**config.mk**
```make
export PLATFORM = sky130hd
export DESIGN_NAME = sas_seq
export DESIGN_NICKNAME = d
export VERILOG_FILES = /design/src/sas_phase.v /design/src/sas_seq.v
export VERILOG_INCLUDE_DIRS = /design/src /design/src/inc
export SDC_FILE = /design/constraint.sdc
export NUM_CORES = 1
export LEC_CHECK = 0
export ABC_CLOCK_PERIOD_IN_PS = 3300
export BUFFER_PORTS_ARGS = -buffer_cell sky130_fd_sc_hd__buf_2
export CORE_UTILIZATION = 54
export CTS_CLUSTER_DIAMETER = 30
export DETAILED_ROUTE_END_ITERATION = 6
export HOLD_SLACK_MARGIN = 0.02
export PLACE_DENSITY_LB_ADDON = 0.08
export SYNTH_ARGS = -nofsm -noshare
export SYNTH_HDL_FRONTEND = slang
export SYNTH_SLANG_ARGS = --single-unit
```
**constraint.sdc**
```tcl
create_clock -name sys_clk -period 3.3 [get_ports sys_clk]
set_clock_uncertainty 0.1 [all_clocks]
set_input_delay 0.66 -clock sys_clk [delete_from_list [all_inputs] [get_ports sys_clk]]
set_output_delay 0.66 -clock sys_clk [all_outputs]
set_load 0.1 [all_outputs]
```
**src/inc/sas_map.vh**
```
// Constants for the store-all and skip microsequencer.
// Assumes a 16-bit datapath and a phase timer producing four phases per state.
`ifndef SAS_MAP_VH
`define SAS_MAP_VH
// *****************************
// Counter and field constants
// *****************************
`define SAS_RSC_W 4
`define SAS_RSC_ZERO 4'h0
`define SAS_RSC_END 4'h8
`define SAS_DISPLACEMENT_FIELD_TOP 8
`define SAS_SC_W 4
// *****************************
// Status word field positions
// *****************************
`define SAS_ST_FRG 15
`define SAS_ST_ZERO 14
`define SAS_ST_PLUS 13
`define SAS_ST_OVERFLOW_INDICATOR 12
`define SAS_ST_LINK 11
`define SAS_ST_PAD 7'h00
// *****************************
// Phase codes, one-hot
// *****************************
`define SAS_PH_D01 4'h1
`define SAS_PH_D02 4'h2
`define SAS_PH_D03 4'h4
`define SAS_PH_D04 4'h8
`endif

```
**src/sas_phase.v**
```verilog
// Phase ring: steps D01..D04, one clock enable per phase.
// Assumes a phase enable pulse from the processor timing divider.
`timescale 1ns/100ps
`include "sas_map.vh"
module sas_phase (
  // Clock and reset
  input wire sys_clk,
  input wire rst,
  // Timing
  input wire ph_en,
  input wire ph_hold,
  input wire ph_jump_d03,
  // Phase
  output reg [3:0] phase_q
);
  // *****************************
  // Ring advance
  // *****************************
  // Jump to D03 lets a skip land in S5 D03 directly
  always @(posedge sys_clk) begin
    if (rst) begin
      phase_q <= `SAS_PH_D01;
    end else if (ph_en && !ph_hold) begin
      if (ph_jump_d03) begin
        phase_q <= `SAS_PH_D03;
      end else begin
        phase_q <= {phase_q[2:0], phase_q[3]};
      end
    end
  end
endmodule // sas_phase

```
**src/sas_seq.v**
```verilog
// Microsequencer for store-all-registers and conditional skip classes.
// Assumes shared S1-S3 address steps run elsewhere; this block reproduces
// their state flow for store-all and owns S4/S5 and the skip path.
//
// Contract
// - Store-all S1-S3 same as load-all.
// - S4 D01 loads Q,R from counter register.
// - S4 D02 copies R into memory data.
// - S4 D03 increments address and counter.
// - S4 D04 latches address, loops until eight.
// - Memory start issued at end of S4 D04.
// - Count one stores index, seven last register.
// - Loop ends after count seven, counter eight.
// - S5 D02 stores status word into memory data.
// - Skip jumps when condition true, else sequential.
// - Skip S1 D02 increments P, loads Q,R, jumps.
// - Condition true adds sign-extended displacement to P.
// - Condition false keeps incremented P.
// - Overflow skips clear overflow in S5 D04; the code skips the clear when ovf_set is high in that cycle.
// - S5 D04 copies P to latch, returns to idle.
`timescale 1ns/100ps
`include "sas_map.vh"
module sas_seq (
  // Clock and reset
  input wire sys_clk,
  input wire rst,
  // Timing and instruction
  input wire ph_en,
  input wire start,
  input wire op_store_all,
  input wire op_skip,
  input wire op_ovf_skip,
  input wire skip_cond,
  input wire indirect,
  input wire [15:0] instr,
  input wire extra_increment_term,
  // Register file access
  input wire [15:0] reg_rd_data,
  input wire [2:0] rd_sel,
  output reg [2:0] reg_rd_sel,
  // Memory side
  input wire [15:0] mem_rd_data,
  output reg [15:0] mdr_q,
  output reg [15:0] addr_latch_q,
  output reg mem_start,
  // Flags
  input wire foreground_flag,
  input wire zero_flag,
  input wire plus_flag,
  input wire link_flag,
  input wire [3:0] shift_count,
  output reg overflow_indicator,
  input wire ovf_set,
  // Processor state
  output reg [15:0] pc_q,
  output reg [15:0] war_q,
  output reg [15:0] q_q,
  output reg [15:0] r_q,
  output reg [3:0] rsc_q,
  output wire [4:0] state,
  output wire busy
);
  // *****************************
  // States, one-hot except idle, which is all zero
  // *****************************
  localparam ST_S1 = 5'h01;
  localparam ST_S2 = 5'h02;
  localparam ST_S3 = 5'h04;
  localparam ST_S4 = 5'h08;
  localparam ST_S5 = 5'h10;
  localparam ST_IDLE = 5'h00;

  reg [4:0] st_q; // Current major state
  reg skip_q; // Instruction class latched at start
  reg ovf_q; // Overflow-testing skip variant
  reg cond_q; // Condition captured in S5 D03
  wire [3:0] phase; // Current phase
  wire d01 = phase == `SAS_PH_D01;
  wire d02 = phase == `SAS_PH_D02;
  wire d03 = phase == `SAS_PH_D03;
  wire d04 = phase == `SAS_PH_D04;
  wire idle = st_q == ST_IDLE;
  wire jump_d03 = (st_q == ST_S1) && skip_q && d02; // Skip bypasses to S5 D03
  wire [15:0] displacement_field_five = {11'h000, instr[4:0]}; // Short displacement for EA
  wire [15:0] sext_off; // sign_extended_offset
  wire [15:0] pc_inc; // P+1+extra increment

  assign sext_off = {{7{mem_rd_data[`SAS_DISPLACEMENT_FIELD_TOP]}},
                     mem_rd_data[`SAS_DISPLACEMENT_FIELD_TOP:0]};
  assign pc_inc = pc_q + 16'h0001 + {15'h0000, extra_increment_term};
  assign state = st_q;
  assign busy = !idle;

  // *****************************
  // Phase ring
  // *****************************
  sas_phase u_phase (
    .sys_clk(sys_clk),
    .rst(rst || idle),
    .ph_en(ph_en),
    .ph_hold(1'b0),
    .ph_jump_d03(jump_d03),
    .phase_q(phase)
  );

  // *****************************
  // Register read select
  // *****************************
  // Counter picks register in S4; destination elsewhere
  always @* begin
    if (st_q == ST_S4) begin
      reg_rd_sel = rsc_q[2:0];
    end else begin
      reg_rd_sel = rd_sel;
    end
  end

  // *****************************
  // Main sequencer
  // *****************************
  // State and datapath advance on phase enables only; start clear and overflow set act every clock
  always @(posedge sys_clk) begin
    if (rst) begin
      st_q <= ST_IDLE;
      skip_q <= 1'b0;
      ovf_q <= 1'b0;
      cond_q <= 1'b0;
      pc_q <= 16'h0000;
      war_q <= 16'h0000;
      q_q <= 16'h0000;
      r_q <= 16'h0000;
      mdr_q <= 16'h0000;
      addr_latch_q <= 16'h0000;
      rsc_q <= `SAS_RSC_ZERO;
      mem_start <= 1'b0;
      overflow_indicator <= 1'b0;
    end else begin
      mem_start <= 1'b0;
      if (ovf_set) begin
        overflow_indicator <= 1'b1; // Flag set from ALU
      end
      if (idle) begin
        // Wait for a decoded instruction
        if (ph_en && start && (op_store_all || op_skip)) begin
          st_q <= ST_S1;
          skip_q <= op_skip;
          ovf_q <= op_ovf_skip;
        end
      end else if (ph_en) begin
        case (st_q)
          ST_S1: begin
            if (!skip_q) begin
              rsc_q <= `SAS_RSC_ZERO;
            end
            if (d02) begin
              pc_q <= pc_inc;
              q_q <= reg_rd_data;
              r_q <= reg_rd_data;
              if (skip_q) begin
                st_q <= ST_S5;
              end
            end
            if (d03) begin
              war_q <= displacement_field_five;
            end
            if (d04) begin
              // Shared effective-address flow
              if (indirect) begin
                war_q <= war_q + r_q;
                addr_latch_q <= war_q + r_q;
                st_q <= ST_S3;
              end else begin
                war_q <= war_q + r_q;
                addr_latch_q <= war_q + r_q;
                st_q <= ST_S4;
              end
              mem_start <= 1'b1;
            end
          end
          ST_S2: begin
            if (d04) begin
              st_q <= ST_S3;
            end
          end
          ST_S3: begin
            if (d03) begin
              war_q <= mem_rd_data;
            end
            if (d04) begin
              addr_latch_q <= war_q;
              mem_start <= 1'b1;
              st_q <= ST_S4;
            end
          end
          ST_S4: begin
            if (d01) begin
              q_q <= reg_rd_data;
              r_q <= reg_rd_data;
            end
            if (d02) begin
              mdr_q <= r_q;
            end
            if (d03) begin
              war_q <= war_q + 16'h0001;
              rsc_q <= rsc_q + 4'h1;
            end
            if (d04) begin
              // Incremented address latched now; the start then writes the word to the old one
              addr_latch_q <= war_q;
              mem_start <= 1'b1;
              if (rsc_q == `SAS_RSC_END) begin
                st_q <= ST_S5;
              end
            end
          end
          ST_S5: begin
            if (d02 && !skip_q) begin
              mdr_q <= {foreground_flag, zero_flag, plus_flag,
                        overflow_indicator, link_flag, `SAS_ST_PAD,
                        shift_count};
            end
            if (d03 && skip_q) begin
              cond_q <= skip_cond;
              if (skip_cond) begin
                pc_q <= pc_q + sext_off;
              end
              // Otherwise P keeps its incremented value
            end
            if (d04) begin
              // Clear yields to a same-cycle set so an ALU overflow is not lost
              if (skip_q && ovf_q && !ovf_set) begin
                overflow_indicator <= 1'b0;
              end
              addr_latch_q <= pc_q;
              st_q <= ST_IDLE;
            end
          end
          default: begin
            st_q <= ST_IDLE;
          end
        endcase
      end
    end
  end
endmodule // sas_seq

```
==> out/metrics.yaml, run 1 <==
sta:
  setup_slack_ns: 0.400
  slew_violations: 0
  max_slew_margin: 0.574
  finalHoldViolations: 0
  setup_viol: 0
  rsz0062_at_grt: "false"
  max_freq_mhz: 345
  worst_pin_slew_ns: 0.639
  final.period_utilization: 0.879
  fin_setup_tns_ns: 0
  layout_min_cycle_time_ns: 2.90
placement:
  placed_area_mm2: 0.00752
  pre_cts_slack_ns: 0.271
  place_congestion: 0.880
  portBuffers: 168
  dp_hpwl_mm: 14.3
routing:
  routedWlPerCell_um: 16.4
  viasPerCell: 5.89
  routed_wl_mm: 19.1
  num_vias: 6853
  drtPass1Iterations: 7
  ant_nets: 0
  remaining_drc_errors: 2
  drt_iter0_drc: 533
synthesis:
  synth_warnings: 0
  seq_area_frac_synth: 0.287
  muxShareOfSynthArea: 0.0374
  yosysUniqueCellTypes: 72
  async_reset_ff_frac: 0
  syn-num-nets: 970
  synth-compound-area-share: 0.251
  synth-edff-count: 0
  synth_fa_ha_area_frac: 0.0714
  avgSynthCellArea_um2: 7.76
  synth_top_family_by_area: "compound AO/OA/AOI/OAI gates"
  yosys.area_share.simple: 0.242
  ys_seq_elements: 96
  syn_area_mm2: 0.00670
  ys.flop_type: "dfxtp_1"
  synth_cells: 863
  synth_xor_area_frac: 0.0439
clock_tree:
  postCtsSetupBuffers: 0
  cts_root_buf: "clkbuf_16"
  clkTransAtPathRegs_ns: 0.06
  clock-sinks: 96
  clock_path_buffers: 2
  cts_max_level: 3
  cts-hold-fix-buffers: 0
  clk_latency_ns: 0.35
  cts_buffers: 9
  cts_tree: "yes"
  post_cts_resized: 0
setup_path:
  endpoint_kind: "output pin"
  path_class: "flip-flop to output pin"
  crit_required_ns: 2.54
  start_kind: "flip-flop"
  worstPathMaxFanout: 14
  regToRegStartpoint: "war_q[0]"
  crit_arrival_ns: 2.14
  crit_start: "state[4]"
pwr:
  p_sw_w: 0.000815
  irDropWorstVdd_uv: 330
  switching_share: 0.303
  p_int_w: 0.00187
  clkPwrFrac: 0.377
  combPwrFrac: 0.175
  cellPowerDensity_mw_per_mm2: 344
  power_frac_seq: 0.448
  cellLeakagePower_nw: 3.31
final_layout:
  final_util: 0.648
  syn2layout_area_growth_pct: 16.6
  design_area_mm2: 0.00781
  drive_above_1_share: 0.233
  layout.nets: 1097
  layout_commonest_cell: "buf_2"
  most-common-layout-cells: "buf_2, nor2_1, nand2_1"
  antenna_cells: 0
  nFillCells: 1141
floorplanning:
  die-area_mm2: 0.0129
  fp-row-count: 40
  num_io_pins: 181
  core-area_mm2: 0.0121
  start_util: 0.555
  die_x_um: 113
  die_h_um: 113
global_routing:
  grt_pass1_vias: 6191
  overflow: 0
  grt_pass1_wl_mm: 30.7
  antenna_found_initial: 0
  track_usage: 0.302
  grt_max_degree: 42
flow_run:
  drv_cap: 0
hold_path:
  hold_path.class: "flip-flop to flip-flop"
  min-delay-start: "mdr_q[4]"
status:
  status: "complete, but fails checks"
  violations: "DRC"
critical path, stage by stage, from the launching register on:
cell and delay [ns]:
dfxtp_2 0.50, and2b_2 0.30, nand2_1 0.36, nand2_1 0.12
o21ai_2 0.06, buf_2 0.44
layer usage:
metal	part of all wire	track usage	vias to the layer above
met5	0	0	-
met4	0.024	0.107	0
met3	0.065	0.0616	30
met2	0.46	0.499	269
met1	0.45	0.390	3144
li1	-	-	3410
power groups by stage:
stage | logic (W) | registers, W | clock network, W
after floorplan | 0.000325 | 0.00127 | 0
after detailed placement | 0.000465 | 0.00123 | 0
after global placement | 0.000462 | 0.00123 | 0
after CTS | 0.000466 | 0.00120 | 0.00103
final | 0.000470 | 0.00120 | 0.00101
after global routing | 0.000500 | 0.00121 | 0.00108
kinds of logic (layout without fill, tap and decap cells):
logic type      count (synthesis)  count (layout)
simple gates                  327             327
compound gates                257             257
flops                          96              96
buf+inv                        88             220
fa+ha+maj                      37              37
xor+xnor                       32              32
mux                            25              25
other cells                     1               1
flip-flops by register name, indices dropped and copies added (netlist names):
| name | flops |
|---|---|
| addr_latch_q | 16 |
| mdr_q | 16 |
| mem_start | 1 |
| overflow_indicator | 1 |
| ovf_q | 1 |
| pc_q | 16 |
| r_q | 16 |
| rsc_q | 4 |
| skip_q | 1 |
| state | 4 |
| u_phase.phase_q | 4 |
| war_q | 16 |
cell usage after synthesis (12+ instances only):
cell type,count,area [um^2]
a222oi_1,12,120
nand2_1,95,357
clkbuf_1,30,113
a211oi_1,25,188
buf_4,19,143
inv_1,16,60.1
ha_1,35,438
a21oi_1,74,370
dfxtp_1,96,1920
o21ai_0,57,285
a22oi_1,12,90.1
mux2i_1,25,250
nor3_1,29,145
xor2_1,15,131
buf_2,19,95.1
nand3_1,25,125
nor2_1,105,394
xnor2_1,16,140
final timing paths:
kind | endpoint | slack [ns] | depth (start not counted)
max reg2reg | addr_latch_q[10] | 0.43 | 9
max | reg_rd_sel[0] | 0.40 | 5
min reg2reg | mdr_q[4] | 0.35 | 2
min | mdr_q[4] | 0.35 | 2
area by class of cell:
cell class | count | area, um^2 | area share
timing repair buffer | 188 | 991 | 0.127
clock inverter | 2 | 12.5 | 0.00160
multi-input combinational | 679 | 4340 | 0.555
tap | 168 | 210 | 0.0269
inverter | 16 | 60.1 | 0.00769
clock buffer | 14 | 274 | 0.0351
sequential | 96 | 1930 | 0.247
through the flow:
stage          hold WS [ns]  total power (W)  std cells
3_5_place_dp          0.345          0.00169       1147
2_1_floorplan         0.360          0.00159        863
4_1_cts               0.353          0.00270       1163
3_3_place_gp          0.340          0.00169       1147
6_report              0.352          0.00269       1163
5_1_grt               0.368          0.00278       1163
Power figures use the tool's default switching activity.
==> inputs of run 2 (changes only) <==
--- a/config.mk
+++ b/config.mk
@@ -15,4 +15,5 @@
 export PLACE_DENSITY_LB_ADDON = 0.08
 export SYNTH_ARGS = -nofsm -noshare
 export SYNTH_HDL_FRONTEND = slang
+export SYNTH_HIERARCHICAL = 1
 export SYNTH_SLANG_ARGS = --single-unit
==> run 2 against run 1 <==
Compared with the run above:
- register-to-register slack better by 0.06 ns
- die area grew 1.2%
- via count grew 5.9%
- clock-buffer cell count is 4 lower
- highest routed layer unchanged
- clock power grew 16%
- the run now ends clean
- wire length rose by 9.9%
- sequential power about the same
- hold slack gained 0.045 ns
==> out/metrics.yaml, run 2 <==
status:
  status: "completed"
routing:
  routed_wl_mm: 21.0
  ant_nets: 0
  drt_iter0_drc: 576
  viasPerCell: 6.19
  remaining_drc_errors: 0
  drtPass1Iterations: 5
  routedWlPerCell_um: 17.9
  num_vias: 7258
synthesis:
  synth_cells: 863
  ys_seq_elements: 96
  avgSynthCellArea_um2: 7.85
  yosys-top-cells-area: "dfxtp_1, ha_1, nor2_1, a21oi_1, nand2_1"
  yosysUniqueCellTypes: 81
  synth_top_area_cell: "dfxtp_1"
  seq_area_frac_synth: 0.284
  synth.most_common_cell: "nor2_1"
  async_reset_ff_frac: 0
  synth_top_area_share: 0.284
  syn_area_mm2: 0.00678
  synth_warnings: 6
  ys.flop_type: "dfxtp_1"
  synth-edff-count: 0
  yosys-top-cells-count: "nor2_1, dfxtp_1, nand2_1, a21oi_1, o21ai_0"
sta:
  max_slew_margin: 0.516
  setup_viol: 0
  max_freq_mhz: 325
  fin_setup_tns_ns: 0
  slew_violations: 0
  setup_slack_ns: 0.227
  layout_min_cycle_time_ns: 3.07
  final.period_utilization: 0.931
  rsz0062_at_grt: "false"
  finalHoldViolations: 0
  whs_ns: 0.397
  worst_pin_slew_ns: 0.726
global_routing:
  grt_max_degree: 53
  antenna_found_initial: 0
  track_usage: 0.326
  grt_pass1_wl_mm: 33.0
  overflow: 0
  grt_pass1_vias: 6335
clock_tree:
  cts_root_buf: "clkbuf_16"
  postCtsSetupBuffers: 0
  cts-hold-fix-buffers: 0
  cts_max_level: 3
  cts_buffers: 9
  cts_tree: "yes"
  post_cts_resized: 0
  clkTransAtPathRegs_ns: 0.07
  clock_path_buffers: 2
  clock-sinks: 96
  clk_latency_ns: 0.36
setup_path:
  path_class: "flip-flop to output pin"
  cpPeakStageDelay_ns: 0.53
  crit_buf_inv: 1
  crit_arrival_ns: 2.31
  crit_required_ns: 2.54
  endpoint_kind: "output pin"
  worstPathMaxFanout: 15
  start_kind: "flip-flop"
  cp_cell_sequence: "nor2b_1 -> nand2_1 -> o21ai_4 -> buf_2"
  cp_top_family: "simple AND/OR/NAND/NOR gates"
  critPathSlowestCell: "dfxtp_2"
final_layout:
  final_cells: 1173
  drive_above_1_share: 0.231
  design_area_mm2: 0.00801
  layout_commonest_cell: "buf_2"
  most-common-layout-cells: "buf_2, nor2_1, dfxtp_1"
  antenna_cells: 0
  nFillCells: 1119
  layout.nets: 1107
  syn2layout_area_growth_pct: 18.3
pwr:
  irDropWorstVdd_uv: 348
  cellPowerDensity_mw_per_mm2: 386
  cellLeakagePower_nw: 3.58
placement:
  pre_cts_slack_ns: 0.387
  dp_hpwl_mm: 15.4
  placed_area_mm2: 0.00768
  portBuffers: 168
  dp.cells: 1157
  place_congestion: 0.876
flow_run:
  drv_cap: 0
hold_path:
  hold_path.class: "flip-flop to flip-flop"
floorplanning:
  die_x_um: 114
  fp-row-count: 40
  num_io_pins: 181
  start_util: 0.559
  die-area_mm2: 0.0130
  core-area_mm2: 0.0121
  die_h_um: 114
-- run 2: through the flow --
stage          power [W]   util
3_5_place_dp     0.00194  0.634
6_report         0.00309  0.662
3_3_place_gp     0.00193  0.634
2_1_floorplan    0.00177      -
4_1_cts          0.00309  0.662
5_1_grt          0.00319  0.662
-- run 2: logic make-up after synthesis --
| family | after synthesis | synth area share |
|---|---|---|
| flops | 96 | 0.284 |
| buf+inv | 82 | 0.0602 |
| mux | 23 | 0.0342 |
| xor+xnor | 25 | 0.0323 |
| compound gates | 286 | 0.286 |
| fa+ha+maj | 37 | 0.0705 |
| simple gates | 313 | 0.233 |
| other cells | 1 | 0.000553 |
-- run 2: power breakdown --
part	switching, W	internal, W	total, W
combinational	0.000515	0.000183	0.000698
sequential	0.0000453	0.00118	0.00122
clock	0.000484	0.000689	0.00117
-- run 2: worst paths after layout --
check | startpoint | endpoint | slack, ns | cells past startpoint
hold / removal | mdr_q[14] | mdr_q[14] | 0.40 | 2
setup / recovery | state[3] | reg_rd_sel[1] | 0.23 | 4
hold reg to reg | mdr_q[14] | mdr_q[14] | 0.40 | 2
setup reg to reg | r_q[0] | addr_latch_q[12] | 0.49 | 8
-- run 2: cell type report --
cell class | count | area [um^2] | share of cell area
Clock buffer | 10 | 239 | 0.0298
Clock inverter | 6 | 90.1 | 0.0112
Inverter | 20 | 75.1 | 0.00937
Multi-Input combinational cell | 687 | 4500 | 0.561
Sequential cell | 96 | 1930 | 0.240
Tap cell | 168 | 210 | 0.0262
Timing Repair Buffer | 186 | 976 | 0.122
-- run 2: tightest hold or removal path: cells and delay by family, from the launching register on --
family	cells	cell delay, ns
AOI/OAI and AO/OA	1	0.05
DFF	1	0.31
and+or+nand+nor	1	0.09
-- run 2: routing by layer --
metal  up-vias  routed length [um]  GRT usage
met1      3387                9420      0.450
li1       3490                   -          -
met4         0                 635      0.125
met3        45                1560     0.0542
met5         -                   0          0
met2       336                9400      0.508
